File: src/logic/tmr_pkg.sv
// constants for the prescaled down-count timer block
// assumes a byte-wide register port driven by the core, one clock domain
`default_nettype none

package tmr_pkg;
  localparam int unsigned SYS_FREQ_MHZ  = 125;
  localparam int unsigned INT_DIV       = 12;
  localparam int unsigned DIV_CNT_W     = 4;
  localparam logic [7:0]  PRESC_OFFSET  = 8'hD2;
  localparam logic [7:0]  COUNT_OFFSET  = 8'hD3;
  localparam logic [7:0]  STATUS_OFFSET = 8'hD4;
  localparam logic [6:0]  PRESC_RESET   = 7'h7F;
  localparam logic [7:0]  COUNT_RESET   = 8'hFF;
  localparam logic [7:0]  STATUS_RESET  = 8'h00;
  localparam logic [7:0]  COUNT_ZERO    = 8'h00;
  localparam logic [6:0]  PRESC_ZERO    = 7'h00;
  localparam int unsigned BIT_ZERO_FLAG = 7;
  localparam int unsigned BIT_IRQ_EN    = 6;
  localparam int unsigned BIT_RSV_SET   = 5;
  localparam int unsigned BIT_RSV_CLR   = 4;
  localparam int unsigned BIT_CNT_EN    = 3;
  localparam int unsigned DSEL_LSB      = 0;
  localparam int unsigned DSEL_W        = 3;
endpackage : tmr_pkg

`default_nettype wire

File: src/logic/prescaled_downcount_timer.sv
// 8-bit free-running down-counter with 7-bit prescaler and zero flag
// assumes a byte register port from the core; wait/stop as level inputs
//
// Notes on behaviour
// - prescaler input tick is system clock divided by twelve
// - seven-bit prescaler counts down per input tick while enabled
// - prescaler at zero reloads 7Fh on next advance
// - counter clock chosen from eight prescaler taps, divide 1 to 128
// - counter decrements once per selected counter clock
// - counter at zero reloads FFh, running freely
// - count register readable at any time and writable outside stop mode, write loads directly
// - enable low freezes counter and forces prescaler to 7Fh
// - with enable high, prescaler write loads 0 to 7Fh
// - reset sets counter FFh and prescaler 7Fh
// - decrement to zero sets flag; irq when flag and enable set
// - writing 00h to count or one to status bit 7 sets flag
// - count write beats a simultaneous decrement to zero, no flag
// - timer runs in wait mode; interrupt wakes from wait
// - stop mode freezes all timer registers
//
// Implementation choice: the plain strobed port.
`default_nettype none

module prescaled_downcount_timer
  import tmr_pkg::*;
#(
  parameter int unsigned PRESC_DIV = INT_DIV
) (
  input  wire logic       i_sys_clk,
  input  wire logic       i_nrst,
  input  wire logic [7:0] i_addr,
  input  wire logic [7:0] i_wdata,
  input  wire logic       i_wr,
  input  wire logic       i_rd,
  input  wire logic       i_wait_mode,
  input  wire logic       i_stop_mode,
  output logic [7:0]      o_rdata,
  output logic            o_irq,
  output logic            o_wake
);
  // ---------------------------------------------------------------
  // reset release
  // ---------------------------------------------------------------
  logic rst_meta_q;
  logic rst_n_q;

  always_ff @(posedge i_sys_clk or negedge i_nrst) begin
    if (!i_nrst) begin
      rst_meta_q <= 1'b0;
      rst_n_q    <= 1'b0;
    end else begin
      rst_meta_q <= 1'b1;
      rst_n_q    <= rst_meta_q;
    end
  end

  // ---------------------------------------------------------------
  // register state
  // ---------------------------------------------------------------
  logic [6:0]        presc_q;
  logic [7:0]        count_q;
  logic              timer_zero_flag_q;
  logic              timer_irq_enable_q;
  logic              reserved_set_bit_q;
  logic              reserved_clear_bit_q;
  logic              counting_enable_q;
  logic [DSEL_W-1:0] divide_select_q;
  logic [7:0]        rdata_q;

  logic wr_presc;
  logic wr_count;
  logic wr_status;
  logic frozen;

  assign wr_presc  = i_wr && (i_addr == PRESC_OFFSET);
  assign wr_count  = i_wr && (i_addr == COUNT_OFFSET);
  assign wr_status = i_wr && (i_addr == STATUS_OFFSET);
  assign frozen    = i_stop_mode;

  // ---------------------------------------------------------------
  // prescaler
  // ---------------------------------------------------------------
  logic       presc_tick;
  logic       presc_step;
  logic [6:0] presc_next;
  logic       count_tick;

  tmr_tick_div #(
    .DIV (PRESC_DIV)
  ) u_tick_div (
    .i_sys_clk (i_sys_clk),
    .i_rst_n   (rst_n_q),
    .i_hold    (frozen),
    .o_tick    (presc_tick)
  );

  // wait mode does not gate anything here: the timer keeps running
  assign presc_step = presc_tick && counting_enable_q;
  assign presc_next = (presc_q == PRESC_ZERO) ? PRESC_RESET : presc_q - 7'h01;

  always_ff @(posedge i_sys_clk) begin
    if (!rst_n_q) begin
      presc_q <= PRESC_RESET;
    end else if (!frozen) begin
      if (!counting_enable_q) begin
        presc_q <= PRESC_RESET;
      end else if (wr_presc) begin
        presc_q <= i_wdata[6:0];
      end else if (presc_step) begin
        presc_q <= presc_next;
      end
    end
  end

  tmr_tap_sel u_tap_sel (
    .i_presc      (presc_q),
    .i_presc_next (presc_next),
    .i_presc_step (presc_step && !wr_presc),
    .i_dsel       (divide_select_q),
    .o_count_tick (count_tick)
  );

  // ---------------------------------------------------------------
  // counter
  // ---------------------------------------------------------------
  logic       count_dec;
  logic [7:0] count_d;
  logic       hit_zero;

  assign count_dec = count_tick && counting_enable_q;
  assign count_d   = (count_q == COUNT_ZERO) ? COUNT_RESET : count_q - 8'h01;
  // a write in the same cycle wins, so the decrement cannot flag
  assign hit_zero  = count_dec && !wr_count && (count_d == COUNT_ZERO);

  always_ff @(posedge i_sys_clk) begin
    if (!rst_n_q) begin
      count_q <= COUNT_RESET;
    end else if (!frozen) begin
      if (wr_count) begin
        count_q <= i_wdata;
      end else if (count_dec) begin
        count_q <= count_d;
      end
    end
  end

  // ---------------------------------------------------------------
  // status and control
  // ---------------------------------------------------------------
  logic flag_set;

  assign flag_set = hit_zero
                  || (wr_count && i_wdata == COUNT_ZERO)
                  || (wr_status && i_wdata[BIT_ZERO_FLAG]);

  // set beats a software clear landing in the same cycle
  always_ff @(posedge i_sys_clk) begin
    if (!rst_n_q) begin
      timer_zero_flag_q <= STATUS_RESET[BIT_ZERO_FLAG];
    end else if (!frozen) begin
      if (flag_set) begin
        timer_zero_flag_q <= 1'b1;
      end else if (wr_status) begin
        timer_zero_flag_q <= 1'b0;
      end
    end
  end

  always_ff @(posedge i_sys_clk) begin
    if (!rst_n_q) begin
      timer_irq_enable_q   <= STATUS_RESET[BIT_IRQ_EN];
      reserved_set_bit_q   <= STATUS_RESET[BIT_RSV_SET];
      reserved_clear_bit_q <= STATUS_RESET[BIT_RSV_CLR];
      counting_enable_q    <= STATUS_RESET[BIT_CNT_EN];
      divide_select_q      <= STATUS_RESET[DSEL_LSB +: DSEL_W];
    end else if (!frozen && wr_status) begin
      timer_irq_enable_q   <= i_wdata[BIT_IRQ_EN];
      reserved_set_bit_q   <= i_wdata[BIT_RSV_SET];
      reserved_clear_bit_q <= i_wdata[BIT_RSV_CLR];
      counting_enable_q    <= i_wdata[BIT_CNT_EN];
      divide_select_q      <= i_wdata[DSEL_LSB +: DSEL_W];
    end
  end

  // ---------------------------------------------------------------
  // read port and interrupt
  // ---------------------------------------------------------------
  always_ff @(posedge i_sys_clk) begin
    if (!rst_n_q) begin
      rdata_q <= 8'h00;
    end else if (i_rd) begin
      unique case (i_addr)
        PRESC_OFFSET:  rdata_q <= {1'b0, presc_q};
        COUNT_OFFSET:  rdata_q <= count_q;
        STATUS_OFFSET: rdata_q <= {timer_zero_flag_q, timer_irq_enable_q, reserved_set_bit_q,
                                   reserved_clear_bit_q, counting_enable_q, divide_select_q};
        default:       rdata_q <= 8'h00;
      endcase
    end else begin
      rdata_q <= 8'h00;
    end
  end

  assign o_rdata = rdata_q;
  assign o_irq   = timer_zero_flag_q && timer_irq_enable_q;
  assign o_wake  = o_irq && i_wait_mode;
endmodule : prescaled_downcount_timer

`default_nettype wire

File: src/logic/tmr_tick_div.sv
// divide-by-N clock enable generator for the prescaler input
// assumes a synchronous active-low reset from the parent
`default_nettype none

module tmr_tick_div
  import tmr_pkg::*;
#(
  parameter int unsigned DIV = INT_DIV
) (
  input  wire logic i_sys_clk,
  input  wire logic i_rst_n,
  input  wire logic i_hold,
  output logic      o_tick
);
  localparam logic [DIV_CNT_W-1:0] LAST = DIV_CNT_W'(DIV - 1);
  logic [DIV_CNT_W-1:0] cnt_q;

  // stop mode holds the phase so the tick resumes where it left off
  always_ff @(posedge i_sys_clk) begin
    if (!i_rst_n) begin
      cnt_q <= '0;
    end else if (!i_hold) begin
      cnt_q <= (cnt_q == LAST) ? '0 : cnt_q + 1'b1;
    end
  end

  assign o_tick = !i_hold && (cnt_q == LAST);
endmodule : tmr_tick_div

`default_nettype wire

File: src/logic/tmr_tap_sel.sv
// selects one prescaler tap and turns its rising bit into a counter tick
// assumes the prescaler counts down and moves only on prescaler ticks
`default_nettype none

module tmr_tap_sel
  import tmr_pkg::*;
(
  input  wire logic [6:0]        i_presc,
  input  wire logic [6:0]        i_presc_next,
  input  wire logic              i_presc_step,
  input  wire logic [DSEL_W-1:0] i_dsel,
  output logic                   o_count_tick
);
  logic [7:0] tap_now;
  logic [7:0] tap_next;

  // tap 0 is the prescaler input itself (divide by one)
  assign tap_now  = {i_presc, 1'b0};
  assign tap_next = {i_presc_next, 1'b1};

  // a down-counter bit rising from 0 to 1 marks one period of that tap
  assign o_count_tick = i_presc_step &&
                        (i_dsel == '0 ? 1'b1 : (!tap_now[i_dsel] && tap_next[i_dsel]));
endmodule : tmr_tap_sel

`default_nettype wire

File: config.mk
export PLATFORM = sky130hd
export DESIGN_NAME = prescaled_downcount_timer
export DESIGN_NICKNAME = d
export VERILOG_FILES = /design/src/logic/tmr_pkg.sv /design/src/logic/prescaled_downcount_timer.sv /design/src/logic/tmr_tick_div.sv /design/src/logic/tmr_tap_sel.sv
export SDC_FILE = /design/constraint.sdc
export NUM_CORES = 1
export LEC_CHECK = 0
export BUFFER_PORTS_ARGS = -buffer_cell sky130_fd_sc_hd__buf_2
export CORE_MARGIN = 2
export CORE_UTILIZATION = 25
export DETAILED_ROUTE_END_ITERATION = 12
export MAX_ROUTING_LAYER = met4
export SLEW_MARGIN = 20
export SYNTH_ARGS = -nofsm -noshare
export SYNTH_HDL_FRONTEND = slang
export SYNTH_SLANG_ARGS = --single-unit
File: constraint.sdc
create_clock -name i_sys_clk -period 2.25 [get_ports i_sys_clk]
set_input_delay 0.45 -clock i_sys_clk [delete_from_list [all_inputs] [get_ports i_sys_clk]]
set_output_delay 0.45 -clock i_sys_clk [all_outputs]
set_load 0.05 [all_outputs]
==> metrics.yaml <==
outcome:
  outcome: "finished clean"
synthesis:
  synth_top_area_share: 0.291
  synth_top_flop_cell: "dfxtp_1"
  syn_area_um2: 2410
  ys_seq_area_frac: 0.312
  synth_edf_count: 0
  async_flop_share: 0.0541
  avgSynthCellArea_um2: 8.39
  synth-seq-cells: 37
  ys_types: 71
  synth_top_area_cell: "dfxtp_1"
  synth_area_leaders: "dfxtp_1 (29%), nand2_1 (4.2%), nor2_1 (3.6%), a21oi_1 (3.3%), ha_1 (3.1%)"
  synth_cells: 287
  synthesis.nets: 315
  synth_warnings: 0
die:
  core_um2: 9280
  rows: 35
  die_w_um: 102
  start_util: 0.259
  dieArea_um2: 10400
  chipHeight_um: 102
  ios: 32
placement:
  place_area_um2: 2740
  pre_cts_slack_ns: 0.0333
  post-place-cells: 445
  io_buffers: 31
  globalplace.congestion: 0.913
  hpwl_um: 5350
timing:
  period_share: 0.939
  slew_violations: 0
  fin_crit_ns: 2.11
  clock_skew_ns: 0.00820
  clock.fmax_mhz: 473
  relSlewSlack: 0.491
  tightest_slew_ns: 0.763
  fin_ws_ns: 0.137
  finalHoldViolCount: 0
  fin_tns_setup_ns: 0
  setup_viol: 0
  rsz0062_at_grt: "false"
setup_path:
  crit_slowest_cell: "dfxtp_2"
  arrival_ns: 2.29
  startpoint_type: "flip-flop"
  cp.required_ns: 2.43
  end_kind: "flip-flop"
  slowest_delay_ns: 0.41
  worstPathMaxFanout: 8
  path_cells: "inv_1, ha_1, nor3_1, o21bai_1, o2111ai_4, o21ai_4, mux2_1"
  rrSetupSlack_ns: 0.14
  crit_type: "reg -> reg"
clock_tree:
  cts_tree: "done"
  cts_sinks: 37
  clock-root-buffer: "clkbuf_8"
  cts_inserted_buffers: 5
  clk_latency_ns: 0.29
  clkTransAtPathRegs_ns: 0.08
  htreeDepth: 2
  cts_buffer_depth: 2
global_routing:
  grt_max_degree: 17
  grt_pass1_vias: 2228
  grt_overflow: 0
  grt_usage: 0.144
  grt_pass1_wl_um: 11400
  antenna_found_initial: 0
finish:
  area_growth_pct: 19.4
  drive_gt1_frac: 0.209
  final_cells: 454
  fin_area_um2: 2870
  final_net_count: 352
  diodes: 0
pwr:
  pwr-share-seq: 0.494
  switching_share: 0.218
  p_int_mw: 1.05
  switching_power_mw: 0.294
  combPwrFrac: 0.059
  vdd_drop_max_uv: 232
  cellLeakagePower_nw: 1.07
  power_density_nw_per_um2: 469
  clkPwrFrac: 0.447
  p_total_mw: 1.35
route:
  wl_per_cell_um: 15.1
  wl_um: 6830
  drtIter0Drc: 155
  antenna_left: 0
  drc_errors: 0
  num_vias: 2296
  drt-vias-per-instance: 5.06
  drt-pass1-iter-count: 4
run:
  maxCapViolCount: 0
hold_path:
  hold_path_class: "reg -> reg"
## layer usage
metal / GRT usage / vias to the layer above / part of all wire
li1: - / 1138 / -
met1: 0.192 / 1070 / 0.49
met2: 0.217 / 80 / 0.44
met3: 0.0294 / 8 / 0.058
met4: 0.0462 / 0 / 0.018
met5: - / - / 0
## logic make-up after synthesis
family / synth area share
AO/OA/AOI/OAI: 0.245
XOR/XNOR: 0.0182
adder cells (fa/ha/maj): 0.0312
buffers and inverters: 0.0504
flip-flops: 0.312
multiplexers: 0.0618
other: 0.00156
AND/OR/NAND/NOR: 0.280
## placed cells by master (no fill, tap or decap), types with 4 or more instances in the layout
| cell | Yosys | layout |
|---|---|---|
| dfxtp_1 | 35 | 33 |
| nor2_1 | 23 | 23 |
| inv_1 | 12 | 12 |
| nand2_1 | 27 | 27 |
| buf_4 | 0 | 12 |
| nand3_1 | 4 | 4 |
| o21ai_1 | 8 | 8 |
| nand2b_1 | 7 | 7 |
| o21ai_0 | 7 | 7 |
| buf_2 | 4 | 31 |
| nor2b_1 | 7 | 7 |
| clkbuf_8 | 0 | 6 |
| o211ai_1 | 5 | 5 |
| and3_1 | 5 | 5 |
| nor3_1 | 11 | 11 |
| mux2_1 | 5 | 5 |
| a21oi_1 | 16 | 15 |
| mux2i_1 | 7 | 7 |
| a22oi_1 | 9 | 9 |
| ha_1 | 6 | 6 |
## power groups by stage
stage | Sequential [mW] | Combinational (mW) | Clock, mW
floorplan | 0.679 | 0.0367 | 0
CTS | 0.667 | 0.0799 | 0.614
detailed placement | 0.682 | 0.0786 | 0
global placement | 0.682 | 0.0774 | 0
global route | 0.668 | 0.0890 | 0.649
finish | 0.667 | 0.0793 | 0.603
## timing repair
action	in CTS	in global routing
hold buffers	1	0
hold endpoints to repair	2	0
resized for setup	0	3
setup buffers	0	0
setup endpoints to repair	0	6
## area by class of cell
cell class                 instances  area [um^2]
inverter                          13         48.8
fill                            1017         6410
sequential                        37          753
multi-input combinational        223         1540
tap                              129          161
clock buffer                       7         86.3
clock inverter                     1         30.0
timing repair buffer              44          255
## registers in the layout, summed over array words and instances, names as in the netlist
| register | count |
|---|---|
| rst_meta_q | 1 |
| reserved_clear_bit_q | 1 |
| reserved_set_bit_q | 1 |
| timer_irq_enable_q | 1 |
| divide_select_q | 3 |
| timer_zero_flag_q | 1 |
| u_tick_div.cnt_q | 4 |
| o_rdata | 8 |
| rst_n_q | 1 |
| presc_q | 7 |
| counting_enable_q | 1 |
| count_q | 8 |
## cells in the mapped netlist (all sizes together) (4+ instances only)
cell / count
ha: 6
buf: 6
a21oi: 16
o21ai: 16
a22oi: 9
mux2i: 7
clkbuf: 8
and3: 5
nand2: 28
nor3: 11
inv: 12
nor4: 4
dfxtp: 35
mux2: 7
nor3b: 4
o211ai: 5
nor2: 23
nand3: 4
nand2b: 7
nor2b: 7
o31ai: 4
## critical path: cells and delay by family, from the launching register on
kind | cells | cell delay, ns
AO/OA/AOI/OAI | 3 | 0.79
flip-flops | 1 | 0.41
multiplexers | 1 | 0.36
adder cells (fa/ha/maj) | 1 | 0.30
buffers and inverters | 1 | 0.08
AND/OR/NAND/NOR | 1 | 0.05
## metrics by stage
stage	hold WS, ns	util
3_3_place_gp	0.238	0.295
2_1_floorplan	0.154	-
6_report	0.357	0.310
4_1_cts	0.360	0.309
3_5_place_dp	0.236	0.295
5_1_grt	0.373	0.310
## path summary, 6_finish.rpt
kind | from | endpoint | cells after the start
hold reg to reg | rst_meta_q$_DFF_PN0_ | rst_n_q$_DFF_PN0_ | 0
setup reg to reg | presc_q[0]$_SDFFE_PN1P_ | count_q[7]$_SDFFE_PN1P_ | 7
setup / recovery | presc_q[0]$_SDFFE_PN1P_ | count_q[7]$_SDFFE_PN1P_ | 7
hold / removal | rst_meta_q$_DFF_PN0_ | rst_n_q$_DFF_PN0_ | 0
max in group asynchronous | i_nrst | rst_n_q$_DFF_PN0_ | 2
min in group asynchronous | i_nrst | rst_meta_q$_DFF_PN0_ | 2
Note: power is estimated with default switching activity, not from simulation.
